**src/inc/dpf_pkg.sv**
```systemverilog
// Constants and types for the double-precision pipeline interlock
`default_nettype none
package dpf_pkg;
  // ----------------------------------------------------------------
  // Register file shape
  // ----------------------------------------------------------------
  localparam int unsigned REG_CNT = 16;  // Data registers seen by the interlock
  localparam int unsigned RIDX_W  = 4;   // Register index width
  localparam int unsigned DATA_W  = 32;  // One data register
  localparam int unsigned STALL_W = 3;   // Stall count width
  // ----------------------------------------------------------------
  // Stall counts
  // ----------------------------------------------------------------
  localparam logic [2:0] STALL_NONE  = 3'h0;
  localparam logic [2:0] STALL_ONE   = 3'h1;  // Late or partial dependency
  localparam logic [2:0] STALL_TWO   = 3'h2;  // Dependency on first-cycle read
  localparam logic [2:0] INH_LONG    = 3'h5;  // Add/sub/compare and multiply
  localparam logic [2:0] INH_CONV    = 3'h2;  // Four-cycle class incl. convert
  localparam logic [2:0] INH_SHORT   = 3'h0;  // Two-cycle class
  localparam logic [2:0] FWD_EXTRA   = 3'h1;  // Forward dependency surcharge
  localparam logic [2:0] OCC_RST     = 3'h0;
  // ----------------------------------------------------------------
  // Result timing, in cycles of the reference sequence
  // ----------------------------------------------------------------
  localparam int unsigned REF_ACCEPT_CYC = 6;   // Instruction leaves D2 unstalled
  localparam int unsigned REF_RES_LONG   = 17;  // Long class flags/result ready
  localparam int unsigned REF_RES_CONV   = 15;  // Four-cycle class
  localparam int unsigned REF_RES_SHORT  = 12;  // Two-cycle class
  localparam int unsigned LAT_LONG  = REF_RES_LONG - REF_ACCEPT_CYC;
  localparam int unsigned LAT_CONV  = REF_RES_CONV - REF_ACCEPT_CYC;
  localparam int unsigned LAT_SHORT = REF_RES_SHORT - REF_ACCEPT_CYC;
  localparam int unsigned RES_PIPE_W = 12;
  localparam logic [11:0] RES_PIPE_RST = 12'h000;
  // ----------------------------------------------------------------
  // Instruction classes and interlock states
  // ----------------------------------------------------------------
  typedef enum logic [2:0] {
    CLS_ADD    = 3'b000,  // Add, subtract, compare on pairs
    CLS_MUL_PP = 3'b001,  // Pair by pair multiply
    CLS_MUL_PS = 3'b010,  // Pair by single multiply
    CLS_MUL_SS = 3'b011,  // Single by single, pair result
    CLS_CONV   = 3'b100,  // Fix, truncate_to_int, scaled float, precision_convert
    CLS_SHORT  = 3'b101   // Negate, abs, pass, float, widen, exponent_scale
  } dpf_cls_type;

  typedef enum logic [1:0] {
    ST_RUN  = 2'b00,  // Evaluate presented instruction
    ST_HOLD = 2'b01,  // Counting out stall cycles
    ST_GO   = 2'b10   // Stall served, release instruction
  } dpf_state_type;
endpackage
`default_nettype wire

```
**src/core/dpf_interlock.sv**
```systemverilog
// Double-precision stall interlock, result timing and long-word pair mapping
`timescale 1ns/1ps
`default_nettype none
module dpf_interlock
  import dpf_pkg::*;
(
  input  wire logic                  sys_clk_i,        // Core clock
  input  wire logic                  rst_i,            // Synchronous, active high
  input  wire logic                  dec_valid_i,      // Instruction waits in D2
  input  wire logic                  dec_is_dp_i,      // It is double precision
  input  wire dpf_cls_type           dec_cls_i,        // Its timing class
  input  wire logic [RIDX_W-1:0]     dec_src_a_i,      // First source index
  input  wire logic [RIDX_W-1:0]     dec_src_b_i,      // Second source index
  input  wire logic [REG_CNT-1:0]    dec_src_mask_i,   // All registers read
  input  wire logic [REG_CNT-1:0]    dec_dst_mask_i,   // All registers written
  input  wire logic                  dec_rd_flags_i,   // Reads arith_status_flags
  input  wire logic                  dec_wr_flags_i,   // Writes arith_status_flags
  input  wire logic                  lw_valid_i,       // Long-word load arrives
  input  wire logic [RIDX_W-1:0]     lw_reg_i,         // Named pair or register
  input  wire logic                  lw_secondary_i,   // Secondary element file
  input  wire logic [DATA_W-1:0]     lw_even_word_i,   // Even memory word
  input  wire logic [DATA_W-1:0]     lw_odd_word_i,    // Odd memory word
  output logic                       hold_o,           // Freeze fetch and decode
  output logic                       bubble_o,         // Insert bubble into M1
  output logic                       accept_o,         // Instruction moves to M1
  output logic [STALL_W-1:0]         stall_cnt_o,      // Last stall count served
  output logic                       res_valid_o,      // Result and flags ready
  output logic                       wr_valid_o,       // Register write pair valid
  output logic                       wr_secondary_o,   // Write targets secondary file
  output logic [RIDX_W-1:0]          wr_even_idx_o,    // Lower half register
  output logic [RIDX_W-1:0]          wr_odd_idx_o,     // Upper half register
  output logic [DATA_W-1:0]          wr_even_data_o,   // Data for lower half
  output logic [DATA_W-1:0]          wr_odd_data_o     // Data for upper half
);
  // ----------------------------------------------------------------
  // Helpers
  // ----------------------------------------------------------------
  function automatic logic [RIDX_W-1:0] lo_of(input logic [RIDX_W-1:0] idx);
    lo_of = {idx[RIDX_W-1:1], 1'b0};  // Even member of the pair
  endfunction

  function automatic logic [RIDX_W-1:0] hi_of(input logic [RIDX_W-1:0] idx);
    hi_of = {idx[RIDX_W-1:1], 1'b1};  // Odd member of the pair
  endfunction

  function automatic logic [2:0] max3(input logic [2:0] a, input logic [2:0] b);
    max3 = (a > b) ? a : b;
  endfunction

  // ----------------------------------------------------------------
  // State
  // ----------------------------------------------------------------
  dpf_state_type          st_reg;        // Interlock state
  dpf_state_type          st_next;
  logic [STALL_W-1:0]     cnt_reg;       // Remaining hold cycles
  logic [STALL_W-1:0]     occ_reg;       // Inherent stall still owed by N-1
  logic [REG_CNT-1:0]     m1_reg;        // Registers written by N-1
  logic [REG_CNT-1:0]     m2_reg;        // Registers written by N-2
  logic                   n1_dp_reg;     // N-1 was double precision
  logic                   n1_flags_reg;  // N-1 wrote status flags
  logic [RES_PIPE_W-1:0]  res_pipe_reg;  // Result timing shift line
  logic [STALL_W-1:0]     stall_reg;     // Last stall served
  logic [STALL_W-1:0]     need;          // Stall owed by presented instruction
  logic [2:0]             dep_stall;     // Source read hazard stall
  logic [2:0]             fwd_stall;     // Inherent plus forward surcharge
  logic                   hi1;           // N-1 wrote an upper add source
  logic                   lo1;           // N-1 wrote a lower add source
  logic                   hi2;           // N-2 wrote an upper add source

  // ----------------------------------------------------------------
  // Hazard evaluation
  // ----------------------------------------------------------------
  assign hi1 = m1_reg[hi_of(dec_src_a_i)] | m1_reg[hi_of(dec_src_b_i)];
  assign lo1 = m1_reg[lo_of(dec_src_a_i)] | m1_reg[lo_of(dec_src_b_i)];
  assign hi2 = m2_reg[hi_of(dec_src_a_i)] | m2_reg[hi_of(dec_src_b_i)];

  // Backward stall by read order; higher priority terms dominate via the if-else order
  always_comb begin
    dep_stall = STALL_NONE;
    if (dec_is_dp_i) begin
      case (dec_cls_i)
        CLS_ADD: begin
          // Upper halves read first, lower halves a cycle later
          if (hi1) dep_stall = STALL_TWO;
          else if (lo1 || hi2) dep_stall = STALL_ONE;
        end
        CLS_MUL_PP, CLS_MUL_PS: begin
          if (m1_reg[lo_of(dec_src_a_i)] || m1_reg[dec_src_b_i & {RIDX_W{1'b1}}]
              && (dec_cls_i == CLS_MUL_PS || !dec_src_b_i[0])) dep_stall = STALL_TWO;
          else if (m1_reg[hi_of(dec_src_a_i)]) dep_stall = STALL_ONE;
          else if (m2_reg[lo_of(dec_src_a_i)] || m2_reg[dec_src_b_i]) dep_stall = STALL_ONE;
        end
        CLS_MUL_SS: begin
          if (m1_reg[dec_src_a_i] || m1_reg[dec_src_b_i]) dep_stall = STALL_TWO;
          else if (m2_reg[dec_src_a_i] || m2_reg[dec_src_b_i]) dep_stall = STALL_ONE;
        end
        default: begin
          // All sources read in the first execute cycle
          if (|(m1_reg & dec_src_mask_i)) dep_stall = STALL_TWO;
          else if (|(m2_reg & dec_src_mask_i)) dep_stall = STALL_ONE;
        end
      endcase
    end
  end

  // Follower of a double op owes the inherent stall, plus one if single precision and dependent
  always_comb begin
    fwd_stall = occ_reg;
    if (n1_dp_reg && !dec_is_dp_i &&
        ((|(m1_reg & dec_src_mask_i)) || (n1_flags_reg && dec_rd_flags_i))) begin
      fwd_stall = occ_reg + FWD_EXTRA;
    end
  end

  assign need = max3(dep_stall, fwd_stall);

  // ----------------------------------------------------------------
  // Hold sequencing
  // ----------------------------------------------------------------
  // Handshake outputs are combinational so the front end freezes at once
  always_comb begin
    hold_o = 1'b0;
    case (st_reg)
      ST_RUN:  hold_o = dec_valid_i && (need != STALL_NONE);
      ST_HOLD: hold_o = 1'b1;
      ST_GO:   hold_o = 1'b0;
      default: hold_o = 1'b0;
    endcase
  end
  assign bubble_o = hold_o;
  assign accept_o = dec_valid_i && !hold_o;

  always_comb begin
    st_next = st_reg;
    case (st_reg)
      ST_RUN:  if (hold_o) st_next = (need == STALL_ONE) ? ST_GO : ST_HOLD;
      ST_HOLD: if (cnt_reg == STALL_ONE) st_next = ST_GO;
      ST_GO:   st_next = ST_RUN;
      default: st_next = ST_RUN;
    endcase
  end

  // State register
  always_ff @(posedge sys_clk_i) begin
    if (rst_i) st_reg <= ST_RUN;
    else st_reg <= st_next;
  end

  // Hold counter; first held cycle is spent in the evaluate state
  always_ff @(posedge sys_clk_i) begin
    if (rst_i) cnt_reg <= STALL_NONE;
    else if (st_reg == ST_RUN && hold_o) cnt_reg <= need - STALL_ONE;
    else if (st_reg == ST_HOLD) cnt_reg <= cnt_reg - STALL_ONE;
  end

  // Last stall served, captured when the stall starts
  always_ff @(posedge sys_clk_i) begin
    if (rst_i) stall_reg <= STALL_NONE;
    else if (st_reg == ST_RUN && dec_valid_i) stall_reg <= need;
  end
  assign stall_cnt_o = stall_reg;

  // ----------------------------------------------------------------
  // Occupancy and history
  // ----------------------------------------------------------------
  // Occupancy drains with time, so idle cycles also pay it off
  always_ff @(posedge sys_clk_i) begin
    if (rst_i) occ_reg <= OCC_RST;
    else if (accept_o && dec_is_dp_i) begin
      case (dec_cls_i)
        CLS_ADD:                          occ_reg <= INH_LONG;
        CLS_MUL_PP, CLS_MUL_PS, CLS_MUL_SS: occ_reg <= INH_LONG;
        CLS_CONV:                         occ_reg <= INH_CONV;
        default:                          occ_reg <= INH_SHORT;
      endcase
    end else if (accept_o) occ_reg <= OCC_RST;
    else if (occ_reg != OCC_RST) occ_reg <= occ_reg - STALL_ONE;
  end

  // Destination history ages per accepted instruction only
  always_ff @(posedge sys_clk_i) begin
    if (rst_i) begin
      m1_reg       <= '0;
      m2_reg       <= '0;
      n1_dp_reg    <= 1'b0;
      n1_flags_reg <= 1'b0;
    end else if (accept_o) begin
      m1_reg       <= dec_dst_mask_i;
      m2_reg       <= m1_reg;
      n1_dp_reg    <= dec_is_dp_i;
      n1_flags_reg <= dec_wr_flags_i;
    end
  end

  // ----------------------------------------------------------------
  // Result and flag timing
  // ----------------------------------------------------------------
  // A one-hot mark walks down to bit zero; stalls after accept shift it too
  always_ff @(posedge sys_clk_i) begin
    if (rst_i) res_pipe_reg <= RES_PIPE_RST;
    else begin
      res_pipe_reg <= {1'b0, res_pipe_reg[RES_PIPE_W-1:1]};
      if (accept_o && dec_is_dp_i) begin
        case (dec_cls_i)
          CLS_CONV:  res_pipe_reg[LAT_CONV-1]  <= 1'b1;
          CLS_SHORT: res_pipe_reg[LAT_SHORT-1] <= 1'b1;
          default:   res_pipe_reg[LAT_LONG-1]  <= 1'b1;
        endcase
      end
    end
  end
  assign res_valid_o = res_pipe_reg[0];

  // ----------------------------------------------------------------
  // Long-word pair mapping
  // ----------------------------------------------------------------
  // Pair name and even name give the same target; alignment is the
  // program's duty, so no check is made here
  always_ff @(posedge sys_clk_i) begin
    if (rst_i) begin
      wr_valid_o     <= 1'b0;
      wr_secondary_o <= 1'b0;
      wr_even_idx_o  <= '0;
      wr_odd_idx_o   <= '0;
      wr_even_data_o <= '0;
      wr_odd_data_o  <= '0;
    end else begin
      wr_valid_o     <= lw_valid_i;
      wr_secondary_o <= lw_secondary_i;
      wr_even_idx_o  <= lo_of(lw_reg_i);
      wr_odd_idx_o   <= hi_of(lw_reg_i);
      wr_even_data_o <= lw_even_word_i;
      wr_odd_data_o  <= lw_odd_word_i;
    end
  end
endmodule
`default_nettype wire

```
**config.mk**
```make
export PLATFORM = sky130hd
export DESIGN_NAME = dpf_interlock
export DESIGN_NICKNAME = d
export VERILOG_FILES = /design/src/inc/dpf_pkg.sv /design/src/core/dpf_interlock.sv
export SDC_FILE = /design/constraint.sdc
export NUM_CORES = 1
export LEC_CHECK = 0
export BUFFER_PORTS_ARGS = -buffer_cell sky130_fd_sc_hd__buf_2
export CAP_MARGIN = 20
export CORE_UTILIZATION = 30
export DETAILED_ROUTE_END_ITERATION = 10
export GPL_ROUTABILITY_DRIVEN = 0
export GPL_TIMING_DRIVEN = 0
export HOLD_SLACK_MARGIN = 0.05
export PLACE_DENSITY_LB_ADDON = 0.12
export SYNTH_ARGS = -nofsm -noshare
export SYNTH_HDL_FRONTEND = slang
export SYNTH_SLANG_ARGS = --single-unit
```
**constraint.sdc**
```tcl
create_clock -name sys_clk_i -period 20.1 [get_ports sys_clk_i]
set_input_delay 3.015 -clock sys_clk_i [delete_from_list [all_inputs] [get_ports sys_clk_i]]
set_output_delay 3.015 -clock sys_clk_i [all_outputs]
set_load 0.02 [all_outputs]
```
* Yosys cells after proc, flatten, opt, wreduce, memory -nomap -nowiden
Cells that the tools add are included.
** Storage, ports and cells
- Word-level logic and storage cells :: 127
- Input port bits :: 119
- Flip-flop bits (word level) :: 128
** Cells by class
- Equal/unequal tests :: 10
- Magnitude comparators :: 7
- $add $sub $neg :: 4
- Mux-type cells :: 53
- Bitwise gates (word level) :: 5
- Reduce and logical (&&, ||, !) cells :: 31
** Operator list (count)
- AND 16 bit :: 2
- OR reduction 16 bit :: 2
- < comparator 4 x 5 -> 1 bit (second input constant) :: 6
- two-way mux 3 bit :: 8
- two-way mux 1 bit :: 23
- binary-select mux 1 bit (select 3 bit) :: 7
- binary-select mux 1 bit (select 4 bit) :: 4
- two-way mux 2 bit :: 7
- equality test 3 x 1 -> 1 bit (second input constant) :: 3
- logical AND 1 bit :: 9
- case mux 3 bit (3 select lines) :: 1
- nonzero test 3 bit :: 3
- subtractor 3 x 1 -> 3 bit (second input constant) :: 3
- logical OR 1 bit :: 7
- equality test 3 x 2 -> 1 bit (second input constant) :: 2
- equality test 3 bit (second input constant) :: 2
- case mux 3 bit (2 select lines) :: 1
- != test 2 bit (second input constant) :: 2
- case mux 2 bit (2 select lines) :: 1
- OR reduction 2 bit :: 2
- OR reduction 4 bit :: 1
- adder 3 x 1 -> 3 bit (second input constant) :: 1
- greater-than comparator 3 bit :: 1
- zero test 1 bit :: 3
- 7 further kinds :: 9

* Depth between registers and ports, before layout
- Word-level depth :: 17
- Depth in mapped cells :: 25
- Depth with buffers taken out :: 23

* Worst setup path before layout
Ideal clock, no wire load.
- Kind :: input -> output
- Start point :: in dec_src_b_i[2]
- End point :: out accept_o
- Setup slack :: 9.091 ns
- Data arrival time :: 7.994 ns
- Cell stages on the path :: 22
- Path through :: buf_6 > mux4_1 > mux2_2 > a311o_1 > or4_1 > o311ai_2 > o21ai_0 > ha_1 > nand2_1 > o21ai_0 > nor2_1 > mux2_2 > nand2b_1 > and2_1 > ha_1 > ha_1 > nor4b_1 > nor2_1 > nand2_1 > inv_1 > clkbuf_1 > clkbuf_1
** On the way
- Longest elaborated chain between the ends :: 15
- Elaborated cells on any way between the ends :: 35
- Classes of those cells :: order compare (1); mux (21); bitwise (3); reduce/logical (10)
** RTL lines
- start: declaration :: RTL line dpf_interlock.sv:13 : input wire logic [RIDX_W-1:0] dec_src_b_i,
- binary-select mux 1 bit (select 4 bit) (tied with other cells) :: RTL line dpf_interlock.sv:91, dpf_interlock.sv:95
- two-way mux 1 bit (on tied branches)
- logical OR 1 bit (tied with other cells) :: RTL line dpf_interlock.sv:91 : else if (m2_reg[lo_of(dec_src_a_i)] || m2_reg[dec_src_b_i]) dep_stall = STALL_ONE;
- two-way mux 1 bit or logical OR 1 bit (tied branches) :: RTL line dpf_interlock.sv:91, dpf_interlock.sv:85
- two-way mux 1 bit (on tied branches) :: RTL line dpf_interlock.sv:90, dpf_interlock.sv:85
- two-way mux 2 bit (on tied branches) :: RTL line dpf_interlock.sv:88, dpf_interlock.sv:84
- case mux 3 bit (3 select lines) * :: RTL line dpf_interlock.sv:81 : case (dec_cls_i)
- two-way mux 3 bit * :: RTL line dpf_interlock.sv:80 : if (dec_is_dp_i) begin
- greater-than comparator 3 bit :: RTL line dpf_interlock.sv:47 : max3 = (a > b) ? a : b;
- two-way mux 3 bit * :: RTL line dpf_interlock.sv:47
- nonzero test 3 bit * :: RTL line dpf_interlock.sv:124 : ST_RUN: hold_o = dec_valid_i && (need != STALL_NONE);
- logical AND 1 bit * :: RTL line dpf_interlock.sv:124
- case mux 1 bit (2 select lines) * :: RTL line dpf_interlock.sv:123 : case (st_reg)
- zero test 1 bit * :: RTL line dpf_interlock.sv:131 : assign accept_o = dec_valid_i && !hold_o;
- logical AND 1 bit * :: RTL line dpf_interlock.sv:131
- end: declaration :: RTL line dpf_interlock.sv:25 : output logic accept_o,
Mark *: on every way between the ends. The rest lies on a longest branch, timed or not. The select of a mux whose other input is x is not followed.

* Worst setup path in the final report
- Start point :: in dec_src_b_i[3]
- End point :: out accept_o
The elaborated chain is that of the path after synthesis.

==> out/summary.txt <==
status -> completed
Worst Path Max Fanout -> 10
period utilisation layout -> 61.4%
Yosys Warn Count -> 0
top_reg_cell synth -> dfxtp_1
Max Clk Rate -> 81.0 MHz
register area share after synthesis -> 49.2%
Core ar. -> 16600 sq um
# setup viols final -> 0
post-CTS resize count -> 0
post-synthesis cell count -> 523
Worst EP arrival -> 9.33 ns
ANT cells -> 0
kind of critical path -> primary input to output pin
Initial Util -> 30.8%
Top Registers -> wr_even_data_o: 32 flops, wr_odd_data_o: 32 flops
Post-CTS Setup Inserts -> 0
flops & latches, synth -> 126
EDFF count, synth -> 0
Final ANT Viol Nets -> 0
final max-slew violation count -> 0
# DRC -> 0
Worst Setup Start Kind -> primary input
CTS root buffer -> clkbuf_16
Die Area -> 17600 sq um
vias in the first global route -> 4722
clock skew -> 0.00478 ns
PortBufs -> 190
worst vdd ir -> 74.8 uV
CTS Buf Count -> 17
die height -> 133 microns
htree depth -> 4
Crit-path slowest cell -> nor4b_1
power density over cell area -> 123 nW/um^2
initial antenna violation count -> 1
critical-path cell list -> clkbuf_1, mux4_1, mux2_2, a311o_1, or4_1, o311ai_2, o21ai_0, ha_1, nand2_1, o21ai_0, nor2_1, mux2_2, nand2b_1, and2_1, ha_1, ha_1, nor4b_1, nor2_1, nand2_1, inv_1, clkbuf_1, clkbuf_1, buf_2
Fin. Hold Viols -> 0
GRT overflow -> 0
TritonCTS clock tree -> yes
maximum buffer depth of the clock tree -> 2
commonest non-fill, non-tap cell in the layout -> buf_2
GRT Resource Usage Total -> 17.7%
Area growth syn-to-layout -> 36.0%
io pins -> 200
DR iter-0 viols -> 320
Setup TNS -> 0 ns
DR pass1 iterations -> 4
die width -> 133 microns
Min Hold Slack -> 0.434 ns
Reg clk slew, reported paths -> 0.06 ns
synthesized area per cell -> 9.80 sq um
Hold Path Class -> flop to flop
layout cells sized above 1 -> 33.4%
Worst Max-Slew Pin Slew -> 1.04 ns
Post-CTS Hold Buffers -> 0
# nets final -> 861
max_cap viols -> 0
Yosys cell types -> 45
synthesized area -> 5120 sq um
min cycle time layout -> 12.35 ns
drt total wl -> 15.1 mm
Req. time, crit path -> 17.09 ns
CTS Sinks -> 126
fill count -> 1684
routed via count -> 4653
crit end category -> output pin
Worst slew margin -> 29.4%
synthesized net count -> 652
async set-reset flop share out of synthesis -> 0%
Static Leak -> 3.08 nW
CP max stage delay -> 0.85 ns
# rows -> 47
first-pass GRT wire length -> 24.0 mm
Avg Vias per Cell -> 4.82
commonest non-fill, non-tap cells in the layout -> buf_2 (190), dfxtp_1 (126), nor2b_1 (81)
wire length per cell -> 15.6 microns
RSZ-0062 raised after global routing -> false
largest net degree at the start of global routing -> 17
hpwl dp -> 11.6 mm
Clock Latency Late Sink -> 0.41 ns
==> power by group <==
part	internal, mW	switching (mW)
logic	0.0949	0.135
clock network	0.203	0.116
registers	0.277	0.0297
==> kinds of logic after synthesis <==
kind of cell / after synthesis / share of synthesized area (%)
buf+inv: 47 / 4.03
xor+xnor: 4 / 0.684
simple gates: 215 / 21.2
mux: 34 / 11.2
compound gates: 86 / 11.2
flops: 126 / 49.2
fa+ha+maj: 10 / 2.44
other cells: 1 / 0.0732
==> final timing paths <==
check,from,slack (ns),end,cells after the start
min reg2reg,res_pipe_reg[10],0.43,res_pipe_reg[9],1
max reg2reg,m1_reg[7],13.48,n1_flags_reg,23
max,dec_src_b_i[3],7.75,accept_o,23
min,res_pipe_reg[10],0.43,res_pipe_reg[9],1
==> synthesized netlist by cell type, drive strengths merged (3+ instances only) <==
cell    number  area (sq um)
nand2b       6          37.5
ha          10           125
inv         14          52.6
mux2i       11           110
clkbuf      26          97.6
buf          7          56.3
a211oi       3          22.5
dfxtp      126          2520
mux4        17           394
nor3        10          50.1
a22o         8          70.1
nor2        27           101
o21ai        6          30.0
nand2       76           285
a21oi       43           215
xnor2        4          35.0
nor2b       81           507
a221oi       9          78.8
mux2         6          67.6
==> critical path, delay by kind of cell <==
| kind | cells | cell delay (ns) |
|---|---|---|
| and+or+nand+nor | 8 | 2.63 |
| buffers and inverters | 5 | 1.32 |
| adders and majority gates | 3 | 0.63 |
| muxes | 3 | 1.02 |
| AOI/OAI and AO/OA | 4 | 0.74 |
==> cell type report <==
cell class,instances,area (sq um),share of cell area (%)
Sequential cell,126,2520,36.2
Multi-Input combinational cell,350,2400,34.4
Timing Repair Buffer,190,951,13.6
Clock buffer,21,460,6.61
Tap cell,220,275,3.95
Clock inverter,11,156,2.24
Buffer,33,154,2.21
Inverter,14,52.6,0.754
==> through the flow <==
step / cells / util (%) / area, sq um / setup slack, ns / power (mW)
after floorplan: 523 / - / 5120 / 9.09 / 0.463
after global placement: 933 / 38.2 / 6350 / 7.86 / 0.536
after detailed placement: 933 / 38.2 / 6350 / 7.80 / 0.542
after CTS: 965 / 41.9 / 6970 / 7.77 / 0.866
after global routing: 965 / 41.9 / 6970 / 7.27 / 0.907
final: 965 / 41.9 / 6970 / 7.75 / 0.857
==> per-layer routing <==
layer  track usage, %  share of wire (%)
met1             20.6                 42
met2             29.0                 47
met3             6.97                9.3
met4             7.54                1.8
met5                0              0.086
Power figures use the tool's default switching activity.
